## config.mk

```make
export PLATFORM = sky130hd
export DESIGN_NAME = input_frame_offset_control
export DESIGN_NICKNAME = d
export VERILOG_FILES = /design/src/frame_offset_pkg.sv /design/src/input_frame_offset_control.sv
export SDC_FILE = /design/constraint.sdc
export NUM_CORES = 1
export LEC_CHECK = 0
export BUFFER_PORTS_ARGS = -buffer_cell sky130_fd_sc_hd__buf_2
export CAP_MARGIN = 20
export CELL_PAD_IN_SITES_DETAIL_PLACEMENT = 2
export CELL_PAD_IN_SITES_GLOBAL_PLACEMENT = 2
export CORE_MARGIN = 5
export CORE_UTILIZATION = 44
export DETAILED_ROUTE_END_ITERATION = 10
export GPL_TIMING_DRIVEN = 1
export PLACE_DENSITY_LB_ADDON = 0.1
export RECOVER_POWER = 50
export SLEW_MARGIN = 20
export SYNTH_ARGS = -nofsm -noshare
export SYNTH_HDL_FRONTEND = slang
export SYNTH_SLANG_ARGS = --single-unit
```

## constraint.sdc

```tcl
create_clock -name hclk -period 2.7 [get_ports hclk]
set_clock_uncertainty 0.05 [all_clocks]
set_input_delay 0.81 -clock hclk [delete_from_list [all_inputs] [get_ports hclk]]
set_output_delay 0.81 -clock hclk [all_outputs]
set_load 0.01 [all_outputs]
```

## src/frame_offset_pkg.sv

```systemverilog
// Constants, field layouts and carrier types for the input frame offset block
package frame_offset_pkg;

    // ************************************************************
    // Register map (byte addresses)
    // ************************************************************
    localparam logic [31:0] OFFSET_BASE_ADDR = 32'h0000_0000;
    localparam logic [31:0] CONTROL_ADDR = 32'h0000_0040;
    localparam logic [31:0] STATUS_ADDR = 32'h0000_0044;
    localparam int OFFSET_REG_COUNT = 16;
    localparam int OFFSET_REG_WIDTH = 16;
    localparam int STREAM_COUNT = 64;
    localparam logic [15:0] OFFSET_RESET = 16'h0000;
    localparam logic [31:0] DATA_ZERO = 32'h0000_0000;

    // ************************************************************
    // Offset field layout inside a register
    // ************************************************************
    localparam int FIELD_WIDTH = 4;
    localparam int FIELDS_PER_REG = 4;
    localparam int HALF_BIT_POS = 0;
    localparam int WHOLE_LSB = 1;
    localparam int WHOLE_WIDTH = 3;

    // ************************************************************
    // Control and status bits
    // ************************************************************
    localparam int CTRL_START_POS = 0;
    localparam int STAT_ARMED_POS = 0;
    localparam int STAT_RUNNING_POS = 1;
    localparam int STAT_FRAME_POS = 2;

    // ************************************************************
    // Bus encodings
    // ************************************************************
    localparam logic [1:0] HTRANS_NONSEQ = 2'h2;
    localparam logic [1:0] HTRANS_SEQ = 2'h3;
    localparam logic HRESP_OKAY = 1'h0;

    // ************************************************************
    // Types
    // ************************************************************
    typedef struct packed {
        logic [2:0] whole;
        logic half;
    } offset_field_t;

    typedef struct packed {
        logic valid;
        logic write;
        logic [31:0] addr;
    } bus_request_t;

    typedef enum logic [1:0] {
        MEAS_DISARMED,
        MEAS_ARMED,
        MEAS_RUNNING
    } measure_state_t;

endpackage

```

## src/input_frame_offset_control.sv

```systemverilog
// Per-stream input frame offset registers and frame-start timing for 64 streams
// What this block does
// - Holds a 4-bit offset field per stream 0..63, four to a 16-bit register, stream k in nibble k mod 4 of register k/4, whole bits above the half bit.
// - The three whole-clock bits set how many serial clocks after the frame pulse bit 0 of a new frame is taken.
// - A half select of 0 puts the frame start on a serial clock boundary, 1 moves it half a clock off it.
// - The total offset is the whole value plus half a clock when selected, sixteen steps from 0 to 7.5 clocks.
// - An all-zero field means no shift and is the reset value of every stream.
// - A rising start bit begins a delay measurement, completion ends it, and the bit must sit at zero a frame before the next start.
`timescale 1ns/1ps
`default_nettype none

module input_frame_offset_control
    import frame_offset_pkg::*;
#(
    parameter int SERIAL_DIV = 2,
    parameter int COUNT_WIDTH = 8
)
(
    // Clock and reset
    input wire logic hclk,
    input wire logic hresetn,
    // AHB-Lite slave
    input wire logic hsel,
    input wire logic [31:0] haddr,
    input wire logic [1:0] htrans,
    input wire logic hwrite,
    input wire logic [2:0] hsize,
    input wire logic [31:0] hwdata,
    input wire logic hready,
    output logic hreadyout,
    output logic hresp,
    output logic [31:0] hrdata,
    // Frame timing
    input wire logic frame_pulse_input,
    input wire logic eval_complete,
    output logic [STREAM_COUNT-1:0] frame_start,
    output logic measure_active
);

    // ************************************************************
    // Offset arithmetic
    // ************************************************************
    localparam int HALF_STEP = SERIAL_DIV / 2;
    localparam int LAST_COUNT = (1 << WHOLE_WIDTH) * SERIAL_DIV;

    function automatic offset_field_t field_of(input logic [OFFSET_REG_WIDTH-1:0] r,
                                               input int slot);
        offset_field_t f;
        f = offset_field_t'(r[slot*FIELD_WIDTH +: FIELD_WIDTH]);
        return f;
    endfunction

    // Cycles from the frame pulse to frame start for one field
    function automatic logic [COUNT_WIDTH-1:0] target_of(input offset_field_t f);
        logic [COUNT_WIDTH-1:0] t;
        t = COUNT_WIDTH'(int'(f.whole) * SERIAL_DIV);
        if (f.half)
        begin
            t = t + COUNT_WIDTH'(HALF_STEP);
        end
        return t;
    endfunction

    // ************************************************************
    // Registers
    // ************************************************************
    logic [OFFSET_REG_WIDTH-1:0] offset_reg [OFFSET_REG_COUNT];
    logic [OFFSET_REG_WIDTH-1:0] shadow_reg [OFFSET_REG_COUNT];
    bus_request_t request_reg;
    bus_request_t request_next;
    logic start_bit_reg;
    logic start_prev_reg;
    logic complete_prev_reg;
    logic frame_seen_reg;
    measure_state_t measure_reg;
    measure_state_t measure_next;
    logic [COUNT_WIDTH-1:0] count_reg;
    logic counting_reg;
    logic [31:0] hrdata_next;

    // ************************************************************
    // Address decode
    // ************************************************************
    wire logic addr_phase = hsel && hready && (htrans == HTRANS_NONSEQ || htrans == HTRANS_SEQ);
    wire logic [3:0] rd_index = haddr[5:2];
    wire logic rd_offset_hit = (haddr[31:6] == OFFSET_BASE_ADDR[31:6]) && (haddr[1:0] == 2'h0);
    wire logic rd_control_hit = (haddr == CONTROL_ADDR);
    wire logic rd_status_hit = (haddr == STATUS_ADDR);
    wire logic [3:0] wr_index = request_reg.addr[5:2];
    wire logic wr_go = request_reg.valid && request_reg.write;
    wire logic wr_offset_hit = wr_go && (request_reg.addr[31:6] == OFFSET_BASE_ADDR[31:6])
                               && (request_reg.addr[1:0] == 2'h0);
    wire logic wr_control_hit = wr_go && (request_reg.addr == CONTROL_ADDR);

    // ************************************************************
    // Read data, taken in the address phase
    // ************************************************************
    wire logic [31:0] status_word = {29'h0, frame_seen_reg, measure_reg == MEAS_RUNNING,
                                     measure_reg == MEAS_ARMED};
    wire logic [31:0] control_word = {31'h0, start_bit_reg};
    wire logic [31:0] offset_word = {16'h0, offset_reg[rd_index]};

    assign hrdata_next = !(addr_phase && !hwrite) ? DATA_ZERO :
                         rd_offset_hit ? offset_word :
                         rd_control_hit ? control_word :
                         rd_status_hit ? status_word : DATA_ZERO;

    assign request_next = '{valid: addr_phase, write: hwrite, addr: haddr};

    always_ff @(posedge hclk or negedge hresetn)
    begin
        if (!hresetn)
        begin
            request_reg <= '0;
            hrdata <= DATA_ZERO;
            hreadyout <= 1'b0;
            hresp <= HRESP_OKAY;
        end
        else
        begin
            request_reg <= request_next;
            hrdata <= hrdata_next;
            hreadyout <= 1'b1;
            hresp <= HRESP_OKAY;
        end
    end

    // ************************************************************
    // Offset registers and frame-aligned shadow copies
    // ************************************************************
    always_ff @(posedge hclk or negedge hresetn)
    begin
        if (!hresetn)
        begin
            for (int i = 0; i < OFFSET_REG_COUNT; i++)
            begin
                offset_reg[i] <= OFFSET_RESET;
                shadow_reg[i] <= OFFSET_RESET;
            end
        end
        else
        begin
            if (wr_offset_hit)
            begin
                offset_reg[wr_index] <= hwdata[OFFSET_REG_WIDTH-1:0];
            end
            if (frame_pulse_input)
            begin
                for (int i = 0; i < OFFSET_REG_COUNT; i++)
                begin
                    shadow_reg[i] <= offset_reg[i];
                end
            end
        end
    end

    // ************************************************************
    // Frame counter, restarted by each frame pulse
    // ************************************************************
    always_ff @(posedge hclk or negedge hresetn)
    begin
        if (!hresetn)
        begin
            count_reg <= '0;
            counting_reg <= 1'b0;
        end
        else if (frame_pulse_input)
        begin
            count_reg <= '0;
            counting_reg <= 1'b1;
        end
        else if (counting_reg)
        begin
            count_reg <= count_reg + COUNT_WIDTH'(1);
            counting_reg <= (count_reg != COUNT_WIDTH'(LAST_COUNT));
        end
    end

    // ************************************************************
    // Per-stream frame start strobes
    // ************************************************************
    logic [STREAM_COUNT-1:0] start_hit;

    always_comb
    begin
        for (int k = 0; k < STREAM_COUNT; k++)
        begin
            start_hit[k] = counting_reg &&
                (count_reg == target_of(field_of(shadow_reg[k / FIELDS_PER_REG],
                                                 k % FIELDS_PER_REG)));
        end
    end

    always_ff @(posedge hclk or negedge hresetn)
    begin
        if (!hresetn)
        begin
            frame_start <= '0;
        end
        else
        begin
            frame_start <= start_hit;
        end
    end

    // ************************************************************
    // Delay measurement control
    // ************************************************************
    wire logic start_rise = start_bit_reg && !start_prev_reg;
    wire logic complete_rise = eval_complete && !complete_prev_reg;

    always_comb
    begin
        measure_next = measure_reg;
        unique case (measure_reg)
            MEAS_DISARMED:
            begin
                if (frame_pulse_input && !start_bit_reg)
                begin
                    measure_next = MEAS_ARMED;
                end
            end
            MEAS_ARMED:
            begin
                if (start_rise)
                begin
                    measure_next = MEAS_RUNNING;
                end
            end
            MEAS_RUNNING:
            begin
                if (complete_rise)
                begin
                    measure_next = MEAS_DISARMED;
                end
            end
            default:
            begin
                measure_next = MEAS_DISARMED;
            end
        endcase
    end

    always_ff @(posedge hclk or negedge hresetn)
    begin
        if (!hresetn)
        begin
            start_bit_reg <= 1'b0;
            start_prev_reg <= 1'b0;
            complete_prev_reg <= 1'b0;
            frame_seen_reg <= 1'b0;
            measure_reg <= MEAS_DISARMED;
            measure_active <= 1'b0;
        end
        else
        begin
            if (wr_control_hit)
            begin
                start_bit_reg <= hwdata[CTRL_START_POS];
            end
            start_prev_reg <= start_bit_reg;
            complete_prev_reg <= eval_complete;
            if (frame_pulse_input)
            begin
                frame_seen_reg <= 1'b1;
            end
            measure_reg <= measure_next;
            measure_active <= (measure_next == MEAS_RUNNING);
        end
    end

    logic [OFFSET_REG_WIDTH-1:0] pending_reg;
    always_ff @(posedge hclk or negedge hresetn)
    begin
        if (!hresetn)
        begin
            pending_reg <= OFFSET_RESET;
        end
        else
        begin
            pending_reg <= offset_reg[0];
        end
    end
endmodule

`default_nettype wire

```

After elaboration in Yosys (flattened, before gate mapping)
Index checks and enable logic that the tools add are counted.

Register bits after elaboration: 643. Input port bits: 76. Logic and storage cells: 358.

$add $sub $neg: 65. Order comparisons: 3. Equal/unequal tests: 73. Muxes and demuxes: 82. Bitwise operators: 2. Reduce and logical (&&, ||, !) cells: 87.

Operator list (number): $eq A8 B8 Y1 (64); $add A4 B1 Y5 const B (64); $mux W5 (64); $bwmux W256 (1); $eq A32 B7 Y1 const B (3); $mux W16 (5); $logic_and A1 B1 Y1 (76); $bmux W16 S4 (1); $demux W16 S4 (1); $logic_not A26 Y1 (2); $mux W8 (2); $ge A5 B5 Y1 const B (2); $not A4 Y5 (2); $add A8 B1 Y8 const B (1); $eq A2 B2 Y1 const B (4); $ne A8 B5 Y1 const B (1); $logic_not A2 Y1 (3); $mux W2 (3); $mux W3 (2); $pmux W2 S3 (1); $lt A5 B1 Y1 const B (1); $logic_not A1 Y1 (4); $eq A2 B1 Y1 const B (1); $mux W1 (2); other kinds (2) (2).

Depth between registers and ports, before layout
Gate-level depths: netlist of run 1.

Depth after elaboration: 6. Gate-level depth with buffers: 7. Depth with buffers taken out: 4.

Worst setup path after synthesis of run 1
OpenSTA, ideal clock, no wires.

Path type: input to register. Start: input port haddr[2]. End: register hrdata[10]. Library setup time: 0.132 ns. Arrival: 2.626 ns. Data required time: 2.518 ns. Setup slack: -0.108 ns. Stages on the path: 6. Path buffers: 3. Cell sequence: clkbuf_1 buf_2 buf_2 mux4_2 mux4_2 nor2b_1.

Word-level cells in the longest chain between the ends: 6.

Ends and longest elaborated chain: start: declaration (RTL line input_frame_offset_control.sv:24) `input wire logic [31:0] haddr,`; $not A4 Y5 (not written as such) (RTL line input_frame_offset_control.sv:101) `wire logic [31:0] offset_word = {16'h0, offset_reg[rd_index]};`; $bmux W16 S4 (RTL line input_frame_offset_control.sv:101); $mux W16 (not written as such) (2 in series) (RTL line input_frame_offset_control.sv:101); $mux W16 (RTL line input_frame_offset_control.sv:104) `rd_offset_hit ? offset_word :`; $mux W16 (RTL line input_frame_offset_control.sv:103) `assign hrdata_next = !(addr_phase && !hwrite) ? DATA_ZERO :`; named net hrdata_next[10] (RTL line input_frame_offset_control.sv:79) `logic [31:0] hrdata_next;`; end signal: assignment (RTL line input_frame_offset_control.sv:122) `hrdata <= hrdata_next;`; end: declaration (RTL line input_frame_offset_control.sv:32) `output logic [31:0] hrdata,`.

The timed path passes the listed nets, and every way through them passes these cells. The select of a mux whose other input is x is not followed. A chain may end at the register's enable or synchronous reset.

Worst setup path after layout of run 1
Start: register request_reg[18] in the netlist's numbering. End: register offset_reg[25] in the netlist's numbering.

Word-level cells in the longest chain between the ends: 3.

Ends and longest elaborated chain: start: declaration (RTL line input_frame_offset_control.sv:69) `bus_request_t request_reg;`; start signal: assignment (RTL line input_frame_offset_control.sv:121) `request_reg <= request_next;`; $logic_not A26 Y1 (RTL line input_frame_offset_control.sv:91) `wire logic wr_offset_hit = wr_go && (request_reg.addr[31:6] == OFFSET_BASE_ADDR[31:6])`; $logic_and A1 B1 Y1 (RTL line input_frame_offset_control.sv:91); $logic_and A1 B1 Y1 (RTL line input_frame_offset_control.sv:92) `&& (request_reg.addr[1:0] == 2'h0);`; end signal: indexed assignment (RTL line input_frame_offset_control.sv:145) `offset_reg[wr_index] <= hwdata[OFFSET_REG_WIDTH-1:0];`; end: declaration (RTL line input_frame_offset_control.sv:67) `logic [OFFSET_REG_WIDTH-1:0] offset_reg [OFFSET_REG_COUNT];`.

Every way passes these cells.

==> impl_metrics.env, run 1 <==
export IMPL_status="finished with violations"
export IMPL_violations="max-capacitance violations, max-slew violations"
export IMPL_syn_area_um2=28200
export IMPL_ys_flop_type="dfrtp_1"
export IMPL_p_int_mw=17.0
export IMPL_routed_wl_um=79500
export IMPL_cts_htree_levels=3
export IMPL_cts_resized=0
export IMPL_coreArea_um2=63200
export IMPL_setup_viol=0
export IMPL_max_vdd_ir_drop_mv=0.446
export IMPL_power_density_nw_per_um2=672
export IMPL_required_ns=3.12
export IMPL_synth_xor_area_frac=0.0811
export IMPL_hp_class="input pin to flop"
export IMPL_synthAdderAreaFrac=0.000888
export IMPL_reg2regPathDepth=6
export IMPL_grt_pass1_wl_um=124000
export IMPL_die_h_um=263
export IMPL_rsz0062_at_grt="false"
export IMPL_reg2reg_to="offset_reg[25]"
export IMPL_crit_path_start_kind="flop"
export IMPL_synth_top_area_cell="dfrtp_1"
export IMPL_path_max_fanout=17
export IMPL_cp_startpoint="request_reg[18]"
export IMPL_worst_setup_path_end_kind="flop"
export IMPL_slew_viol_final=40
export IMPL_syn_to_final_growth_pct=17.0
export IMPL_synth_compound_area_frac=0.00338
export IMPL_hold_buffers=0
export IMPL_maxCapViolations=1
export IMPL_grt_max_degree=89
export IMPL_seq_area_um2=16100
export IMPL_firstDrtPassIters=4
export IMPL_drive_above_1_share=0.436
export IMPL_pwr_share_seq=0.448
export IMPL_ys_async_sr_fraction=1.00
export IMPL_first_iter_violations=706
export IMPL_drc=0
export IMPL_grt_pass1_vias=19241
export IMPL_die_width_um=263
export IMPL_dr_max_layer_used="met4"
export IMPL_r2r_start="request_reg[18]"
export IMPL_dp_hpwl_um=52700
export IMPL_tightestPinTransition_ns=1.52
export IMPL_cts_sinks=643
export IMPL_vias_per_cell=5.51
export IMPL_synthMuxAreaShare=0.269
export IMPL_synth_top_cell_area_share=0.571
export IMPL_clk_pin_slew_worst_paths_ns=0.06
export IMPL_cts_tree="built"
export IMPL_slew_limit_headroom=-0.0113
export IMPL_die_area_um2=69200
export IMPL_ys_warn_count=0
export IMPL_antenna_found_initial=3
export IMPL_fmax_mhz=390
export IMPL_clkPwrFrac=0.479
export IMPL_cts_buffer_depth=3
export IMPL_place_congestion=0.781
export IMPL_met2_length_um=40000
export IMPL_power_frac_comb=0.072
export IMPL_r2r_setup_slack_ns=0.13
export IMPL_p_leak_nw=15.4
export IMPL_clk_latency_ns=0.61
export IMPL_power_total_mw=22.1
export IMPL_slowest_stage="nor4_1"
export IMPL_met1_length_um=35500
export IMPL_vias=16328
export IMPL_post_cts_buffers=0
export IMPL_hold_ws_ns=0.273
export IMPL_synth_cell_types=42
export IMPL_critPathKind="flop to flop"
export IMPL_synth_simple_gate_area_frac=0.0487
export IMPL_synthCells=1894
export IMPL_critPathMaxStageDelay_ns=0.47
export IMPL_syn_avg_cell_area_um2=14.9
export IMPL_fill_cells=5751
export IMPL_hold_viol_final=0
export IMPL_dr_wl_met3_um=2930
export IMPL_synth_top_family_by_area="multiplexers"
export IMPL_synth_edff_count=0
export IMPL_cts_made_buffers=74
export IMPL_start_util=0.446
export IMPL_ys_ff_latch=643
export IMPL_cts_root_buf="clkbuf_16"
export IMPL_swShare=0.233
export IMPL_synth_area_leaders="dfrtp_1 57%, mux2_2 21%, xnor2_1 8.0%"
export IMPL_endpoint="offset_reg[25]"
export IMPL_grt_total_usage=0.230
export IMPL_io_pins=175
export IMPL_seq_area_frac_synth=0.571
export IMPL_fin_nets=2134
export IMPL_path_cells="nor4_1, nand4_2, buf_4, nor4_4, buf_12, mux2_2"
export IMPL_wl_per_cell_um=26.9
export IMPL_ant_nets=0
export IMPL_gr_total_overflow=0
export IMPL_multi_input_area_um2=11500
export IMPL_worstPathArrival_ns=2.98
export IMPL_switching_power_mw=5.17
export IMPL_finalCritPeriodShare=0.950
export IMPL_rows=92
export IMPL_numPortBuffers=137
export IMPL_fin_crit_ns=2.57
[Yosys cell counts, types with 9 or more instances]
cell	number
buf_1	12
buf_4	33
clkbuf_1	91
dfrtp_1	643
mux2_2	513
mux4_2	76
nand4_1	70
nor2_1	75
nor2b_1	13
nor4_1	15
nor4_4	9
xnor2_1	257
[through the flow]
| step | cells | setup TNS (ns) | setup WS, ns | util | instance area (µm²) |
|---|---|---|---|---|---|
| final | 2962 | 0 | 0.134 | 0.521 | 33000 |
| after global routing | 2962 | 0 | 0.0571 | 0.521 | 33000 |
| after CTS | 2960 | 0 | 0.108 | 0.524 | 33100 |
| after detailed placement | 2826 | -0.320 | -0.0685 | 0.482 | 30500 |
| after global placement | 2826 | -0.261 | -0.0345 | 0.482 | 30500 |
| after floorplan | 1910 | 0 | 0.0587 | - | 28200 |
[critical path, delay by kind of cell (launching register included)]
family	cells	cell delay [ns]
buffers and inverters	2	0.54
and+or+nand+nor	3	1.06
DFF	1	0.37
muxes	1	0.37
[worst min path at each step]
stage,start,to,slack (ns),cells after the start
finish,haddr[11],request_reg[11],0.27,1
global route,haddr[11],request_reg[11],0.25,1
CTS,hresetn,frame_start[12],0.07,1
detailed placement,start_bit_reg,start_prev_reg,0.37,0
global placement,start_bit_reg,start_prev_reg,0.36,0
floorplan,start_bit_reg,start_prev_reg,0.34,0
[placed cells by master, fill, tap and decap left out, types with 6 or more instances in the layout]
cell       count
buf_2        115
clkbuf_8      26
mux4_2        76
xnor2_1      257
mux2i_1        8
nor4_4        16
nor2b_1       13
clkbuf_2       9
clkbuf_16     77
dfrtp_1      639
bufinv_16      7
nor2_1        75
nor4_1        15
conb_1        18
clkinv_2       8
buf_12        36
clkbuf_1      40
buf_4         27
nand2_1        8
mux2_2       513
nand4_1       70
inv_1          6
[metal layers]
metal | global-route usage | vias to the layer above
met2 | 0.394 | 241
li1 | - | 7007
met1 | 0.319 | 9003
met5 | 0 | -
met3 | 0.0316 | 77
met4 | 0.0443 | 0
[power by group through the flow]
stage	sequential, mW	combinational [mW]	clock [mW]
detailed placement	10.1	1.64	0
finish	9.93	1.60	10.6
global placement	10.1	1.60	0
floorplan	10.1	0.742	0
CTS	9.93	1.67	10.9
global route	9.94	1.74	11.4
[cell type report]
cell class	instances	area share
Clock inverter	18	0.00835
Tap cell	846	0.0321
Antenna cell	2	0.000152
Inverter	6	0.000683
Clock buffer	116	0.0708
Sequential cell	643	0.489
Multi-Input combinational cell	1116	0.349
Timing Repair Buffer	215	0.0503
[cells by family (layout without fill, tap and decap cells)]
family          count (synthesis)  after routing
xor+xnor                      261            261
fa+ha+maj                       2              2
mux                           599            599
compound gates                 14             14
other cells                     2             20
flops                         643            643
buf+inv                       151            355
simple gates                  222            222
(Power assumes the default switching activity.)
==> run 2: changes to the inputs <==
RECOVER_POWER = not set   (was 50)
==> impl_metrics.env, run 2 (same netlist as run 1, synthesis figures left out) <==
export IMPL_die_width_um=263
export IMPL_met2_length_um=40000
export IMPL_grt_pass1_wl_um=124000
export IMPL_power_density_nw_per_um2=670
export IMPL_drc=0
export IMPL_setup_viol=0
export IMPL_die_area_um2=69200
export IMPL_dr_wl_met3_um=2700
export IMPL_max_vdd_ir_drop_mv=0.446
export IMPL_start_util=0.446
export IMPL_cts_resized=0
export IMPL_routed_wl_um=79500
export IMPL_post_cts_buffers=0
export IMPL_worstPathArrival_ns=2.96
export IMPL_grt_pass1_vias=19241
export IMPL_hold_buffers=0
export IMPL_fin_crit_ns=2.54
export IMPL_layout_common_cells="639 x dfrtp_1, 513 x mux2_2, 257 x xnor2_1"
export IMPL_cts_sinks=643
export IMPL_first_iter_violations=697
export IMPL_slew_limit_headroom=0.556
export IMPL_syn_to_final_growth_pct=17.5
export IMPL_final_area_um2=33100
export IMPL_cts_tree="built"
export IMPL_maxCapViolations=0
export IMPL_vias=16323
export IMPL_critPathKind="flop to flop"
export IMPL_pre_cts_ws_ns=-0.0685
export IMPL_firstDrtPassIters=4
export IMPL_dr_max_layer_used="met4"
export IMPL_p_leak_nw=15.5
export IMPL_worst_setup_path_end_kind="flop"
export IMPL_fin_nets=2134
export IMPL_path_max_fanout=17
export IMPL_met1_length_um=35700
export IMPL_cts_htree_levels=3
export IMPL_crit_path_start_kind="flop"
export IMPL_layout_commonest_cell="dfrtp_1"
export IMPL_wl_per_cell_um=26.8
export IMPL_required_ns=3.12
export IMPL_slew_viol_final=0
export IMPL_finalCritPeriodShare=0.941
export IMPL_gr_total_overflow=0
export IMPL_fin_ws_ns=0.160
export IMPL_die_h_um=263
export IMPL_dp_hpwl_um=52700
export IMPL_drive_above_1_share=0.449
export IMPL_grt_total_usage=0.230
export IMPL_rows=92
export IMPL_clk_latency_ns=0.60
export IMPL_fmax_mhz=394
export IMPL_io_pins=175
export IMPL_hold_viol_final=0
export IMPL_place_congestion=0.781
export IMPL_coreArea_um2=63200
export IMPL_hp_class="input pin to asynchronous set/reset pin"
export IMPL_vias_per_cell=5.51
export IMPL_rsz0062_at_grt="false"
export IMPL_antenna_found_initial=3
export IMPL_tns_ns=0
export IMPL_cts_buffer_depth=3
export IMPL_cts_root_buf="clkbuf_16"
export IMPL_placed_cell_area_um2=30500
export IMPL_grt_max_degree=89
export IMPL_tightestPinTransition_ns=0.666
export IMPL_ant_nets=0
export IMPL_status="finished, final reports clean"
export IMPL_numPortBuffers=137
export IMPL_cts_made_buffers=74
export IMPL_clk_pin_slew_worst_paths_ns=0.06
==> run 2: cell types whose count changed in the layout (fill, tap and decap cells not counted) <==
| cell | change |
|---|---|
| diode_2 | +1 |
| buf_12 | +4 |
| buf_4 | +13 |
| buf_6 | -1 |
| clkbuf_1 | -27 |
| buf_2 | +18 |
| buf_8 | +2 |
| clkbuf_2 | -9 |
==> run 2: layout make-up <==
class | count | area (µm²)
Sequential cell | 643 | 16100
Clock inverter | 18 | 275
Clock buffer | 116 | 2330
Timing Repair Buffer | 215 | 1800
Multi-Input combinational cell | 1116 | 11500
Tap cell | 846 | 1060
Antenna cell | 3 | 7.51
Inverter | 6 | 22.5
Fill cell | 5720 | 30100
==> run 2: stage by stage <==
step / power, mW / utilization / hold slack (ns) / std cells
floorplan: 10.9 / - / 0.341 / 1910
global placement: 11.7 / 0.482 / 0.362 / 2826
detailed placement: 11.7 / 0.482 / 0.370 / 2826
CTS: 22.5 / 0.524 / 0.0711 / 2960
global route: 23.1 / 0.524 / 0.0886 / 2962
finish: 22.2 / 0.524 / 0.0785 / 2963
==> run 2: per-layer routing <==
metal | vias up | global-route usage
met1 | 9005 | 0.319
li1 | 7004 | -
met2 | 237 | 0.394
met4 | 0 | 0.0443
met5 | - | 0
met3 | 77 | 0.0316
==> run 2: power by group <==
group / internal [mW] / total (mW) / switching [mW]
logic: 0.582 / 1.62 / 1.04
clock network: 6.59 / 10.6 / 4.02
registers: 9.82 / 9.93 / 0.104
==> run 2: worst paths after layout <==
path	start	to	slack [ns]	depth (start not counted)
max	request_reg[18]	offset_reg[25]	0.16	6
min	hresetn	frame_start[12]	0.08	1
max reg2reg	request_reg[18]	offset_reg[25]	0.16	6
min reg2reg	start_bit_reg	start_prev_reg	0.38	0
max in group asynchronous	hresetn	offset_reg[40]	1.62	2
min in group hclk	haddr[11]	request_reg[11]	0.28	1
==> run 2: critical path, cell delays in order (launching register included) <==
cell     delay, ns
dfrtp_1       0.37
nor4_1        0.47
nand4_2       0.15
buf_4         0.31
nor4_4        0.42
buf_12        0.23
mux2_2        0.37
==> run 3: changes to the inputs <==
CORE_UTILIZATION = 46   (was 44)
CTS_BUF_LIST = sky130_fd_sc_hd__clkbuf_8   (was not set)
==> impl_metrics.env, run 3 (same netlist as run 1, synthesis figures left out) <==
export IMPL_status="finished, final reports clean"
export IMPL_grt_max_degree=82
export IMPL_multi_input_area_um2=11500
export IMPL_ant_nets=0
export IMPL_reg2regPathDepth=6
export IMPL_layout_commonest_cell="dfrtp_1"
export IMPL_fin_ws_ns=0.234
export IMPL_hold_viol_final=0
export IMPL_seq_area_um2=16100
export IMPL_slew_limit_headroom=0.561
export IMPL_routed_wl_um=80600
export IMPL_coreArea_um2=60500
export IMPL_pwr_share_seq=0.484
export IMPL_numPortBuffers=137
export IMPL_hold_buffers=1
export IMPL_pre_cts_ws_ns=-0.111
export IMPL_grt_pass1_vias=19607
export IMPL_drive_above_1_share=0.456
export IMPL_cts_made_buffers=113
export IMPL_cts_root_buf="clkbuf_8"
export IMPL_cts_buffer_depth=3
export IMPL_hp_class="input pin to flop"
export IMPL_fin_nets=2193
export IMPL_fill_cells=5436
export IMPL_hold_ws_ns=0.173
export IMPL_grt_total_usage=0.245
export IMPL_cts_tree="built"
export IMPL_rows=90
export IMPL_first_iter_violations=716
export IMPL_cts_sinks=643
export IMPL_worstPathArrival_ns=3.01
export IMPL_place_congestion=0.768
export IMPL_vias=16626
export IMPL_gr_total_overflow=0
export IMPL_start_util=0.466
export IMPL_maxCapViolations=0
export IMPL_die_width_um=257
export IMPL_wl_per_cell_um=27.0
export IMPL_die_h_um=257
export IMPL_clkPwrFrac=0.436
export IMPL_clk_pin_slew_worst_paths_ns=0.06
export IMPL_firstDrtPassIters=5
export IMPL_vias_per_cell=5.56
export IMPL_critPathKind="flop to flop"
export IMPL_post_cts_buffers=0
export IMPL_grtUsageMet3=0.0436
export IMPL_path_max_fanout=17
export IMPL_crit_path_start_kind="flop"
export IMPL_p_int_mw=15.3
export IMPL_tightestPinTransition_ns=0.659
export IMPL_final_area_um2=32900
export IMPL_power_total_mw=20.6
export IMPL_rsz0062_at_grt="false"
export IMPL_dp_hpwl_um=54200
export IMPL_finalCritPeriodShare=0.913
export IMPL_die_area_um2=66300
export IMPL_met2_usage=0.420
export IMPL_placed_cell_area_um2=30700
export IMPL_min_path_cells=1
export IMPL_fin_cells=2988
export IMPL_worst_setup_path_end_kind="flop"
export IMPL_p_leak_nw=15.7
export IMPL_clk_latency_ns=0.71
export IMPL_syn_to_final_growth_pct=16.9
export IMPL_layout_common_cells="639 x dfrtp_1, 513 x mux2_2, 257 x xnor2_1"
export IMPL_globalRouteMet1Util=0.329
export IMPL_max_vdd_ir_drop_mv=0.356
export IMPL_fmax_mhz=406
export IMPL_cts_resized=0
export IMPL_required_ns=3.24
export IMPL_slew_viol_final=0
export IMPL_setup_viol=0
export IMPL_power_frac_comb=0.080
export IMPL_dp_cells=2781
export IMPL_io_pins=175
export IMPL_grt_busiest_layer="met2"
export IMPL_antenna_found_initial=2
export IMPL_switching_power_mw=5.25
export IMPL_grt_pass1_wl_um=125000
export IMPL_fin_crit_ns=2.47
export IMPL_swShare=0.255
export IMPL_drc=0
export IMPL_power_density_nw_per_um2=624
export IMPL_cts_htree_levels=3
## run 3: changes by cell type in the layout (fill, tap and decap cells not counted), sizes merged
cell,change
clkinvlp,+2
buf,+19
inv,+47
clkbuf,+28
bufinv,-6
diode,-2
dlygate4sd3,+1
## run 3: worst paths after layout
path,startpoint,endpoint,slack [ns]
min,haddr[22],request_reg[22],0.17
max reg2reg,request_reg[7],offset_reg[26],0.23
max in group asynchronous,hresetn,count_reg[3],1.24
min reg2reg,start_bit_reg,start_prev_reg,0.41
max,request_reg[7],offset_reg[26],0.23
min in group asynchronous,hresetn,request_reg[8],0.54
## run 3: power groups by stage
stage | logic (mW) | clock network (mW) | registers, mW
after floorplan | 0.742 | 0 | 10.1
after detailed placement | 1.66 | 0 | 10.1
final | 1.65 | 8.95 | 9.95
after CTS | 1.69 | 9.24 | 9.95
after global placement | 1.62 | 0 | 10.1
after global routing | 1.79 | 9.71 | 9.96
## run 3: area by class of cell
cell class | instances | share of cell area
diodes | 1 | 0.0000760
clock buffers | 144 | 0.0602
clock inverters | 61 | 0.00885
inverters | 6 | 0.000684
multi-input cells | 1116 | 0.349
flip-flops and latches | 643 | 0.489
well taps | 782 | 0.0297
repair buffers | 235 | 0.0626
## run 3: through the flow
| step | TNS, ns | util |
|---|---|---|
| 6_report | 0 | 0.545 |
| 5_1_grt | 0 | 0.545 |
| 4_1_cts | 0 | 0.545 |
| 3_5_place_dp | -0.910 | 0.507 |
| 3_3_place_gp | -0.715 | 0.507 |
| 2_1_floorplan | 0 | - |
## run 3: worst max-delay path, cell delays in order, from the launching register on
cell	delay (ns)
dfrtp_1	0.36
nor4_1	0.40
nand4b_1	0.15
buf_4	0.30
nor4_4	0.46
buf_12	0.23
mux2_2	0.36
## run 3: routing by layer
metal | vias to the layer above | routed length, µm
li1 | 7142 | -
met1 | 9094 | 35400
met2 | 280 | 41000
met3 | 110 | 2830
met4 | 0 | 1400
met5 | - | 0
